$ cat src/pmfl_pkg.sv
/*
 * Shared constants and carrier types for the fault-log readout tail and the
 * identification commands of the power system manager.
 * Assumes a single 100 MHz clock domain; all users import pmfl_pkg::*.
 */
package pmfl_pkg;

    // Command codes answered by this block
    localparam logic [7:0] PMFL_CMD_CAPABILITY = 8'h19;
    localparam logic [7:0] PMFL_CMD_REVISION = 8'h98;
    localparam logic [7:0] PMFL_CMD_INFO = 8'hb6;
    localparam logic [7:0] PMFL_CMD_LOT = 8'hc2;
    localparam logic [7:0] PMFL_CMD_IDENTITY = 8'he7;

    // Capability byte fields
    localparam int PMFL_CAP_PEC_BIT = 7;
    localparam int PMFL_CAP_SCL_LSB = 5;
    localparam int PMFL_CAP_ALERT_BIT = 4;
    localparam logic [1:0] PMFL_CAP_SCL_400K = 2'h1;
    localparam logic [7:0] PMFL_CAPABILITY_VALUE = 8'hb0;
    localparam logic [7:0] PMFL_REVISION_VALUE = 8'h11;

    // Information word: only the ECC flag is defined
    localparam int PMFL_INFO_ECC_BIT = 5;

    // Fault-log image positions
    localparam logic [7:0] PMFL_IMG_TAIL_FIRST = 8'hc8;
    localparam logic [7:0] PMFL_IMG_CH0_BASE = 8'hc3;
    localparam logic [7:0] PMFL_IMG_FULL_LAST = 8'hd0;
    localparam logic [7:0] PMFL_IMG_PART_FIRST = 8'hd1;
    localparam logic [7:0] PMFL_IMG_PART_LAST = 8'hed;
    localparam logic [7:0] PMFL_IMG_PAD_FIRST = 8'hee;
    localparam logic [7:0] PMFL_IMG_PAD_LAST = 8'hfe;
    localparam logic [7:0] PMFL_IMG_FINAL = 8'hff;
    localparam logic [7:0] PMFL_PAD_VALUE = 8'h00;
    localparam logic [5:0] PMFL_LOOP_TOP = 6'h39;
    localparam logic [5:0] PMFL_LOOP_BYTES = 6'h3a;
    localparam logic [3:0] PMFL_CHAN_BYTES = 4'hc;

    // Reset values
    localparam logic PMFL_RAM_STATUS_RST = 1'b0;
    localparam logic PMFL_ECC_CLEAN_RST = 1'b1;

    // One channel's telemetry snapshot as logged
    typedef struct packed {
        logic [15:0] pout;
        logic [15:0] iout;
        logic [7:0] status_iout;
        logic [7:0] status_temp;
        logic [15:0] temp;
        logic [7:0] status_mfr;
        logic [7:0] status_vout;
        logic [15:0] vout;
    } pmfl_chan_s;

    typedef pmfl_chan_s [3:0] pmfl_chan_arr_t;

    // Decoded read command from the bus engine
    typedef struct packed {
        logic [7:0] code;
        logic [1:0] page;
        logic is_word;
    } pmfl_cmd_s;

    // Answer to a read command
    typedef struct packed {
        logic ack;
        logic [15:0] data;
    } pmfl_rsp_s;

    // Answer to an image byte read
    typedef struct packed {
        logic loop_valid;
        logic [5:0] loop_num;
        logic [7:0] data;
    } pmfl_img_s;

endpackage

$ cat src/pmfl_image_map.sv
/*
 * Combinational map from a fault-log image position to its byte, for the
 * tail of the image (positions C8..FF).
 * Assumes the telemetry snapshot is stable while a position is looked up.
 */
`timescale 1ns/1ns
`default_nettype none
module pmfl_image_map
    import pmfl_pkg::*;
(
    input wire logic [7:0] idx,
    input wire pmfl_chan_arr_t chans,
    input wire logic [15:0] die_temp,
    output pmfl_img_s img
);

    // One channel's logged byte at offset 0..11 of its 12-byte group
    function automatic logic [7:0] chan_byte(input pmfl_chan_s c, input logic [3:0] off);
        case (off)
            4'h0: chan_byte = c.pout[15:8];
            4'h1: chan_byte = c.pout[7:0];
            4'h2: chan_byte = c.iout[15:8];
            4'h3: chan_byte = c.iout[7:0];
            4'h4: chan_byte = c.status_iout;
            4'h5: chan_byte = c.status_temp;
            4'h6: chan_byte = c.temp[15:8];
            4'h7: chan_byte = c.temp[7:0];
            4'h8: chan_byte = c.status_mfr;
            4'h9: chan_byte = c.status_vout;
            4'ha: chan_byte = c.vout[15:8];
            4'hb: chan_byte = c.vout[7:0];
            default: chan_byte = PMFL_PAD_VALUE;
        endcase
    endfunction

    // Region decode
    wire logic in_ch0 = (idx >= PMFL_IMG_TAIL_FIRST) && (idx < PMFL_IMG_FULL_LAST - 8'h1);
    wire logic in_full = (idx >= PMFL_IMG_TAIL_FIRST) && (idx <= PMFL_IMG_FULL_LAST);
    wire logic in_part = (idx >= PMFL_IMG_PART_FIRST) && (idx <= PMFL_IMG_PART_LAST);

    // Partial loop walks channels 3, 2, 1 in 12-byte groups
    wire logic [7:0] part_rel = idx - PMFL_IMG_PART_FIRST;
    wire logic [1:0] part_grp = 2'(part_rel / 8'(PMFL_CHAN_BYTES));
    wire logic [3:0] part_off = 4'(part_rel % 8'(PMFL_CHAN_BYTES));
    wire logic [1:0] part_ch = 2'h3 - part_grp;
    wire logic [3:0] ch0_off = 4'(idx - PMFL_IMG_CH0_BASE);

    // Full loop closes with channel 0 then die temperature, low byte at D0
    wire logic [7:0] full_byte = in_ch0 ? chan_byte(chans[0], ch0_off) :
                                 (idx == PMFL_IMG_FULL_LAST) ? die_temp[7:0] : die_temp[15:8];
    wire logic [5:0] full_num = 6'(PMFL_IMG_FULL_LAST - idx);
    // Partial loop counts down from 57
    wire logic [5:0] part_num = PMFL_LOOP_TOP - 6'(part_rel);

    // Everything past the last logged byte reads as padding
    assign img.data = in_full ? full_byte :
                      in_part ? chan_byte(chans[part_ch], part_off) : PMFL_PAD_VALUE;
    assign img.loop_num = in_full ? full_num : in_part ? part_num : 6'h0;
    assign img.loop_valid = in_full | in_part;

endmodule // pmfl_image_map
`default_nettype wire

$ cat src/pmfl_top.sv
/*
 * Fault-log image tail readout and identification/information command
 * answers of the power system manager.
 * Assumes an upstream bus engine on ref_clk that hands over decoded reads
 * and image byte requests, and an NVM controller on the same clock.
 */
//
// Behaviour
// - Full loop ends with channel 0 bytes, then die temperature low byte at D0.
// - Partial loop starts at D1, loop numbers count down from 57, 58-byte loops.
// - Image bytes EE through FE read as zero.
// - Unpaged byte read of 0x19 returns fixed capability value 0xB0.
// - Capability: PEC bit 1, speed 01b for 400kHz, alert 1, low nibble 0.
// - Unpaged byte read of 0x98 returns revision value 0x11.
// - Unpaged word read of 0xE7 returns the stored maker identity word.
// - Paged byte read of 0xC2 returns that page's stored lot code.
// - Info word bit 5 shows ECC clean, refreshed on reset, restore, bulk read.
`timescale 1ns/1ns
`default_nettype none
module pmfl_top
    import pmfl_pkg::*;
(
    input wire logic ref_clk,
    input wire logic reset,
    input wire logic cmd_valid,
    input wire pmfl_cmd_s cmd,
    output pmfl_rsp_s rsp,
    output logic rsp_valid,
    input wire logic img_rd,
    input wire logic [7:0] img_idx,
    output pmfl_img_s img_rsp,
    output logic img_rsp_valid,
    input wire pmfl_chan_arr_t chans,
    input wire logic [15:0] die_temp,
    input wire logic [15:0] maker_identity_word,
    input wire logic [3:0][7:0] lot_codes,
    input wire logic ecc_clean,
    input wire logic restore_done,
    input wire logic bulk_read_done,
    input wire logic fault_log_written,
    output logic fault_log_ram_status
);

    // Capability byte assembled from its fields, ANDed with the fixed value
    localparam logic [7:0] CAP_BUILT = (8'h1 << PMFL_CAP_PEC_BIT)
        | (8'(PMFL_CAP_SCL_400K) << PMFL_CAP_SCL_LSB)
        | (8'h1 << PMFL_CAP_ALERT_BIT);
    localparam logic [7:0] CAP_BYTE = CAP_BUILT & PMFL_CAPABILITY_VALUE;

    logic rsp_valid_r;
    pmfl_rsp_s rsp_r;
    logic img_valid_r;
    pmfl_img_s img_r;
    logic ram_status_r;
    logic ecc_clean_r;
    logic ecc_load_r;
    pmfl_img_s img_map;

    pmfl_image_map u_map (
        .idx(img_idx),
        .chans(chans),
        .die_temp(die_temp),
        .img(img_map)
    );

    // Command decode: each code accepts only its own transfer size
    wire logic hit_cap = (cmd.code == PMFL_CMD_CAPABILITY) && !cmd.is_word;
    wire logic hit_rev = (cmd.code == PMFL_CMD_REVISION) && !cmd.is_word;
    wire logic hit_info = (cmd.code == PMFL_CMD_INFO) && cmd.is_word;
    wire logic hit_lot = (cmd.code == PMFL_CMD_LOT) && !cmd.is_word;
    wire logic hit_id = (cmd.code == PMFL_CMD_IDENTITY) && cmd.is_word;
    wire logic cmd_hit = hit_cap | hit_rev | hit_info | hit_lot | hit_id;

    // Info word: reserved bits read zero, only the ECC flag is live
    wire logic [15:0] info_word = 16'(ecc_clean_r) << PMFL_INFO_ECC_BIT;

    // Answer selection; unknown codes or wrong size answer zero with no ack
    wire logic [15:0] cmd_data =
        hit_cap ? {8'h00, CAP_BYTE} :
        hit_rev ? {8'h00, PMFL_REVISION_VALUE} :
        hit_info ? info_word :
        hit_lot ? {8'h00, lot_codes[cmd.page]} :
        hit_id ? maker_identity_word : 16'h0000;

    // Command answer registered one cycle after the request
    always_ff @(posedge ref_clk) begin
        if (reset) begin
            rsp_valid_r <= 1'b0;
            rsp_r <= '0;
        end else begin
            rsp_valid_r <= cmd_valid;
            if (cmd_valid) begin
                rsp_r.ack <= cmd_hit;
                rsp_r.data <= cmd_data;
            end
        end
    end

    // Image byte answer registered one cycle after the request
    always_ff @(posedge ref_clk) begin
        if (reset) begin
            img_valid_r <= 1'b0;
            img_r <= '0;
        end else begin
            img_valid_r <= img_rd;
            if (img_rd) begin
                img_r <= img_map;
            end
        end
    end

    // Final-byte read ends a readout; a new capture in the same cycle wins
    wire logic final_read = img_rd && (img_idx == PMFL_IMG_FINAL);
    wire logic ram_status_nxt = fault_log_written | (ram_status_r & ~final_read);

    always_ff @(posedge ref_clk) begin
        if (reset) begin
            ram_status_r <= PMFL_RAM_STATUS_RST;
        end else begin
            ram_status_r <= ram_status_nxt;
        end
    end

    // ECC flag is sampled the cycle after reset release, so reset loads
    // only constants; restore and bulk read resample it later
    wire logic ecc_sample = ecc_load_r | restore_done | bulk_read_done;

    always_ff @(posedge ref_clk) begin
        if (reset) begin
            ecc_load_r <= 1'b1;
            ecc_clean_r <= PMFL_ECC_CLEAN_RST;
        end else begin
            ecc_load_r <= 1'b0;
            if (ecc_sample) begin
                ecc_clean_r <= ecc_clean;
            end
        end
    end

    assign rsp = rsp_r;
    assign rsp_valid = rsp_valid_r;
    assign img_rsp = img_r;
    assign img_rsp_valid = img_valid_r;
    assign fault_log_ram_status = ram_status_r;

endmodule // pmfl_top
`default_nettype wire

$ cat config.mk
export PLATFORM = sky130hd
export DESIGN_NAME = pmfl_top
export DESIGN_NICKNAME = d
export VERILOG_FILES = /design/src/pmfl_pkg.sv /design/src/pmfl_image_map.sv /design/src/pmfl_top.sv
export SDC_FILE = /design/constraint.sdc
export NUM_CORES = 1
export LEC_CHECK = 0
export BUFFER_PORTS_ARGS = -buffer_cell sky130_fd_sc_hd__buf_2
export CORE_AREA = 2 2 199 201
export CTS_CLUSTER_SIZE = 8
export DETAILED_ROUTE_END_ITERATION = 7
export DIE_AREA = 0 0 201 203
export PLACE_DENSITY = 0.49
export SLEW_MARGIN = 20
export SYNTH_ARGS = -nofsm -noshare
export SYNTH_HDL_FRONTEND = slang
export SYNTH_HIERARCHICAL = 1
export SYNTH_SLANG_ARGS = --single-unit
$ cat constraint.sdc
create_clock -name ref_clk -period 13.25 [get_ports ref_clk]
set_input_delay 2.65 -clock ref_clk [delete_from_list [all_inputs] [get_ports ref_clk]]
set_output_delay 2.65 -clock ref_clk [all_outputs]
set_load 0.03 [all_outputs]
Word-level counts from Yosys, hierarchy flattened
Index checks and enable logic that the tools add are counted.
{"block": "classes", "reduce_logical": 12, "eq_ne": 29, "div_mod_pow": 2, "n_mux": 18, "order_cmp": 7, "n_bitwise": 10, "add_sub_neg": 5}
{"op": "$bmux 96 s2", "n": 1}
{"op": "$pmux 8 s12", "n": 2}
{"op": "$mux 96", "n": 1}
{"op": "$mux 16", "n": 5}
{"op": "$eq 8x8->1 const B", "n": 6}
{"op": "$mux 8", "n": 5}
{"op": "$eq 4x3->1 const B", "n": 8}
{"op": "$eq 4x4->1 const B", "n": 8}
{"op": "$bmux 8 s2", "n": 1}
{"op": "$eq 4x2->1 const B", "n": 4}
{"op": "$ge 8x8->1 const B", "n": 2}
{"op": "$le 8x8->1 const B", "n": 2}
{"op": "$mux 6", "n": 2}
{"op": "$logic_and 1x1->1", "n": 9}
{"op": "$div 8x4->8 const B", "n": 1}
{"op": "$eq 4x1->1 const B", "n": 2}
{"op": "$eq 8x5->1 const B", "n": 1}
{"op": "$logic_not 4->1", "n": 2}
{"op": "$lt 8x8->1 const B", "n": 1}
{"op": "$mod 8x4->8 const B", "n": 1}
{"op": "$or 1x1->1", "n": 8}
{"op": "$sub 8x8->8 const B", "n": 1}
{"op": "$lt 2x3->1 const B", "n": 2}
{"op": "$sub 5x6->6 const A", "n": 1}
{"op": "other kinds (7)", "n": 7}
{"block": "word_totals", "register_bits": 37, "out_inout_bits": 35}

Logic depth before layout (Yosys ltp)
{"block": "logic_depth", "ltp_word": 8, "mapped_depth": 26, "mapped_depth_nobuf": 21}

Cells and area by module
The synthesis kept the hierarchy.
{"module": "pmfl_image_map", "area_per_inst_um2": 5680.4, "instances": 1, "cells_per_inst": 689}
{"module": "pmfl_top", "area_per_inst_um2": 1751.7, "instances": 1, "cells_per_inst": 177}

Worst setup path before layout
OpenSTA, ideal clock, no wires.
{"block": "synth_path", "kind": "input port to flip-flop", "from": "input port img_idx[0]", "to": "register img_r, in the netlist img_rsp[6]", "path_slack_ns": 5.918, "setup_time_ns": 0.128, "arrival_time_ns": 7.205, "path_stages": 23, "path_cell_list": "buf_2 > inv_1 > ha_1 > buf_4 > xor2_1 > inv_2 > ha_1 > nor2b_1 > nand3_1 > nand2_1 > nor3_1 > or3_1 > o21ai_0 > a31o_2 > nand3_2 > buf_6 > buf_6 > mux4_2 > a22o_1 > nor4_1 > a32oi_1 > mux2i_1 > nor2_1"}
{"item": "start: declaration", "line_no": "pmfl_top.sv:30", "rtl": "input wire logic [7:0] img_idx,"}
{"item": "end signal: assignment", "line_no": "pmfl_top.sv:107", "rtl": "img_r <= img_map;"}
{"item": "end: declaration", "line_no": "pmfl_top.sv:53", "rtl": "pmfl_img_s img_r;"}

==> key figures <==
Global route
  • Initial antenna violation count: 25
  • Largest net degree at the start of global routing: 70
  • First-pass GRT wire length: 75,400 um
  • GRT Overall Usage: about a quarter
  • Gr ovfl total: 0
  • Vias in the first global route: 9,983

Layout
  • Register area: around 740 sq um
  • Util after Layout: 27.1%
  • Syn-to-layout area delta: 40.5%
  • Fillers: 4,237
  • Post-layout nets: around 1,800
  • Final std cells w/o fill: 1,833
  • Multi-input logic area: roughly 6300 sq um
  • Final Cell Area: about 10,000 sq um
  • Fraction of layout cells with a size suffix above 1: between 40% and 50%

Routing
  • Routed Antenna Nets: 0
  • Avg WL per Cell: 30.2 um
  • 1st-iter DRT viols: 896
  • Final wirelength: between 50,000 and 60,000 um
  • DRT Pass-1 Iters: 5
  • Vias: slightly above 10,000
  • DRC errors left: 0
  • Drt via density: 5.51

Die
  • Row count: between 70 and 80
  • DIE WIDTH: approximately 200 um
  • Starting Density: 19.3%
  • Die span in y: 203 um
  • Die ar.: 40,800 sq um
  • IO Count: just over 500
  • Core Footprint: 38,500 sq um

Worst setup path
  • Critical path startpoint category: primary input
  • Crit end category: flop
  • CP Data Arrival Time: a little over 9 ns
  • Crit path from: img_idx[0]
  • R2R Path Start: ecc_load_r
  • Worst-path maximum fanout: between 60 and 70
  • CP required: roughly 13 ns
  • Setup Crit Path Kind: in2reg

Synthesis
  • Seq/Total Area, Yosys: 9.97%
  • Cell count after synthesis: 866
  • Post-synth EDFFs: 0
  • Synth Area in Compound Gates: between 20% and 30%
  • Mapped Nets: ~1,300
  • Post-synth top flop: dfxtp_1
  • Post-synth cell types: 88
  • Top cells by count, synth: mux2i_1 (93), nand2_1 (71), nor2_1 (67)
  • Largest family of logic cells by synthesized area: multiplexers
  • Mapped Area: 7430 sq um
  • Post-synth top area cell: mux4_2
  • Number of synthesis warnings: 6
  • Post-synthesis register bit count: 37
  • Top cells by area, synth: mux4_2 (19%), mux2i_1 (13%), dfxtp_1 (10%)
  • Mean Syn Cell Area: 8.58 sq um
  • Mux contribution to synthesized area: 33.7%
  • Post-synthesis adder-cell area fraction: 1.35%
  • Ys async rst share: 0%
  • Simple-Gate Fraction of Synth Area: a little over 20%
  • Xor/xnor share of the synthesized area: 1.30%
  • Yosys top cell area share: 19.4%
  • Cell with the most instances after synthesis: mux2i_1

CTS
  • Inserted Clock Buffers: 5
  • Sink Count: 37
  • CTS Buffer Depth: 2
  • CTS resizes: 0
  • CTS H-tree lvls: 2
  • CTS tree: built
  • Root Driver: clkbuf_16
  • CTS Hold Buffers Added: 0
  • Worst-path clk slew: 0.07 ns
  • Clk_lat worst skew: roughly 0.3 ns
  • Post-CTS Setup Inserts: 0

Place
  • Post-Place Cells: 1,817
  • HPWL Detailed: 45,500 um
  • Final GP Congestion: 0.972
  • Post-DP Area: between 10,000 and 15,000 sq um
  • Input/output buffers: a little over 500

Power
  • Worst-case vdd ir drop: approximately 66 uV
  • Power, Total: 899 uW
  • Static Leak: approximately 0.0047 uW
  • PwrDens: 86.1 nW/um^2

Hold path
  • Hold_sp: rsp[9]
  • Min-Delay Path Class: reg2reg

Job
  • Max-cap viol count: 0

STA
  • RSZ-0062 raised after global routing: no
  • Minimum clock period: between 8 and 9 ns
  • Max Slew Vio Count: 0
  • Total Neg Setup Slack: 0 ns
  • Fin. Hold Viols: 0
  • Final period utilization: 67.6%
  • Skew final: around 0.00073 ns
  • Worst Max-Slew Pin Slew: 1.05 ns
  • Fmax: 112 MHz
  • Rel. slew slack: 29.9%
  • Setup-failing EPs final: 0

Run status
  • Status: completed
-- cell usage in the layout (no fill, tap or decap), drive strengths merged, types with 8 or more instances in the layout --
master / n
a22o: 23
mux4: 64
dfxtp: 37
a32oi: 19
nor3: 23
nand3: 35
mux2i: 93
nand2b: 10
a31oi: 8
a22oi: 34
buf: 516
nor2: 68
o22ai: 28
o21ai: 26
nand2: 72
a221oi: 14
ha: 8
inv: 8
and3: 10
a21oi: 41
and2: 18
mux2: 12
nor4: 13
nand4: 11
diode: 8
a211oi: 10
-- stage by stage --
step / setup WS (ns) / hold slack, ns
global route: 3.79 / 0.491
finish: 4.29 / 0.462
CTS: 4.39 / 0.464
global placement: 4.27 / 0.446
floorplan: 5.92 / 0.445
detailed placement: 4.04 / 0.455
-- worst paths after layout --
kind	to	slack (ns)	cells past startpoint
min	rsp[9]	0.46	2
max reg2reg	ecc_clean_r	12.34	3
min reg2reg	rsp[9]	0.46	2
max	img_rsp[7]	4.29	22
-- kinds of logic (layout without fill, tap and decap cells) --
kind of cell             after synthesis  count (layout)
other                                  0               8
adder cells (fa/ha/maj)                8               8
XOR/XNOR                              11              11
buffers and inverters                 90             531
multiplexers                         169             169
AO/OA/AOI/OAI                        264             264
flip-flops                            37              37
AND/OR/NAND/NOR                      287             287
-- power breakdown --
| part | internal, uW | leakage, uW | switching, uW |
|---|---|---|---|
| registers | 114 | 0.000301 | 1.68 |
| logic | 286 | 0.00435 | 364 |
| clock network | 71.1 | 0.0000705 | 62.3 |
-- worst max-delay path, cell delays in order --
cell       delay (ns)
buf_2            0.24
inv_1            0.15
ha_1             0.36
xor2_1           0.65
inv_2            0.24
ha_1             0.31
nor2b_1          0.46
nand3_1          0.36
nand2_1          0.19
nor3_1           0.08
nor3_1           0.46
nand4_1          0.28
a31o_2           0.31
nand3_4          0.09
buf_4            0.79
mux2_2           0.42
o2bb2ai_1        0.12
nor4_1           0.29
a31oi_1          0.13
a211o_1          0.30
mux2i_1          0.13
nor2_1           0.05
-- flip-flops by register name (all words and copies together), names as in the netlist --
signal	count
img_rsp	15
fault_log_ram_status	1
img_rsp_valid	1
rsp_valid	1
ecc_load_r	1
rsp	17
ecc_clean_r	1
-- layout make-up --
type,instances,area share (%)
Inverter,7,0.252
Sequential cell,37,7.10
Clock inverter,3,0.240
Multi-Input combinational cell,739,59.9
Antenna cell,8,0.192
Tap cell,518,6.21
Clock buffer,5,1.20
Timing Repair Buffer,516,24.9
-- routing by layer --
metal  global-route usage (%)  routed length [um]  up-vias
li1                         -                   -     4386
met1                     32.6               22400     4905
met5                        0                  54        -
met3                     7.26                5540       98
met4                     8.36                1700        8
met2                     42.6               25700      695
(Power assumes the default switching activity.)
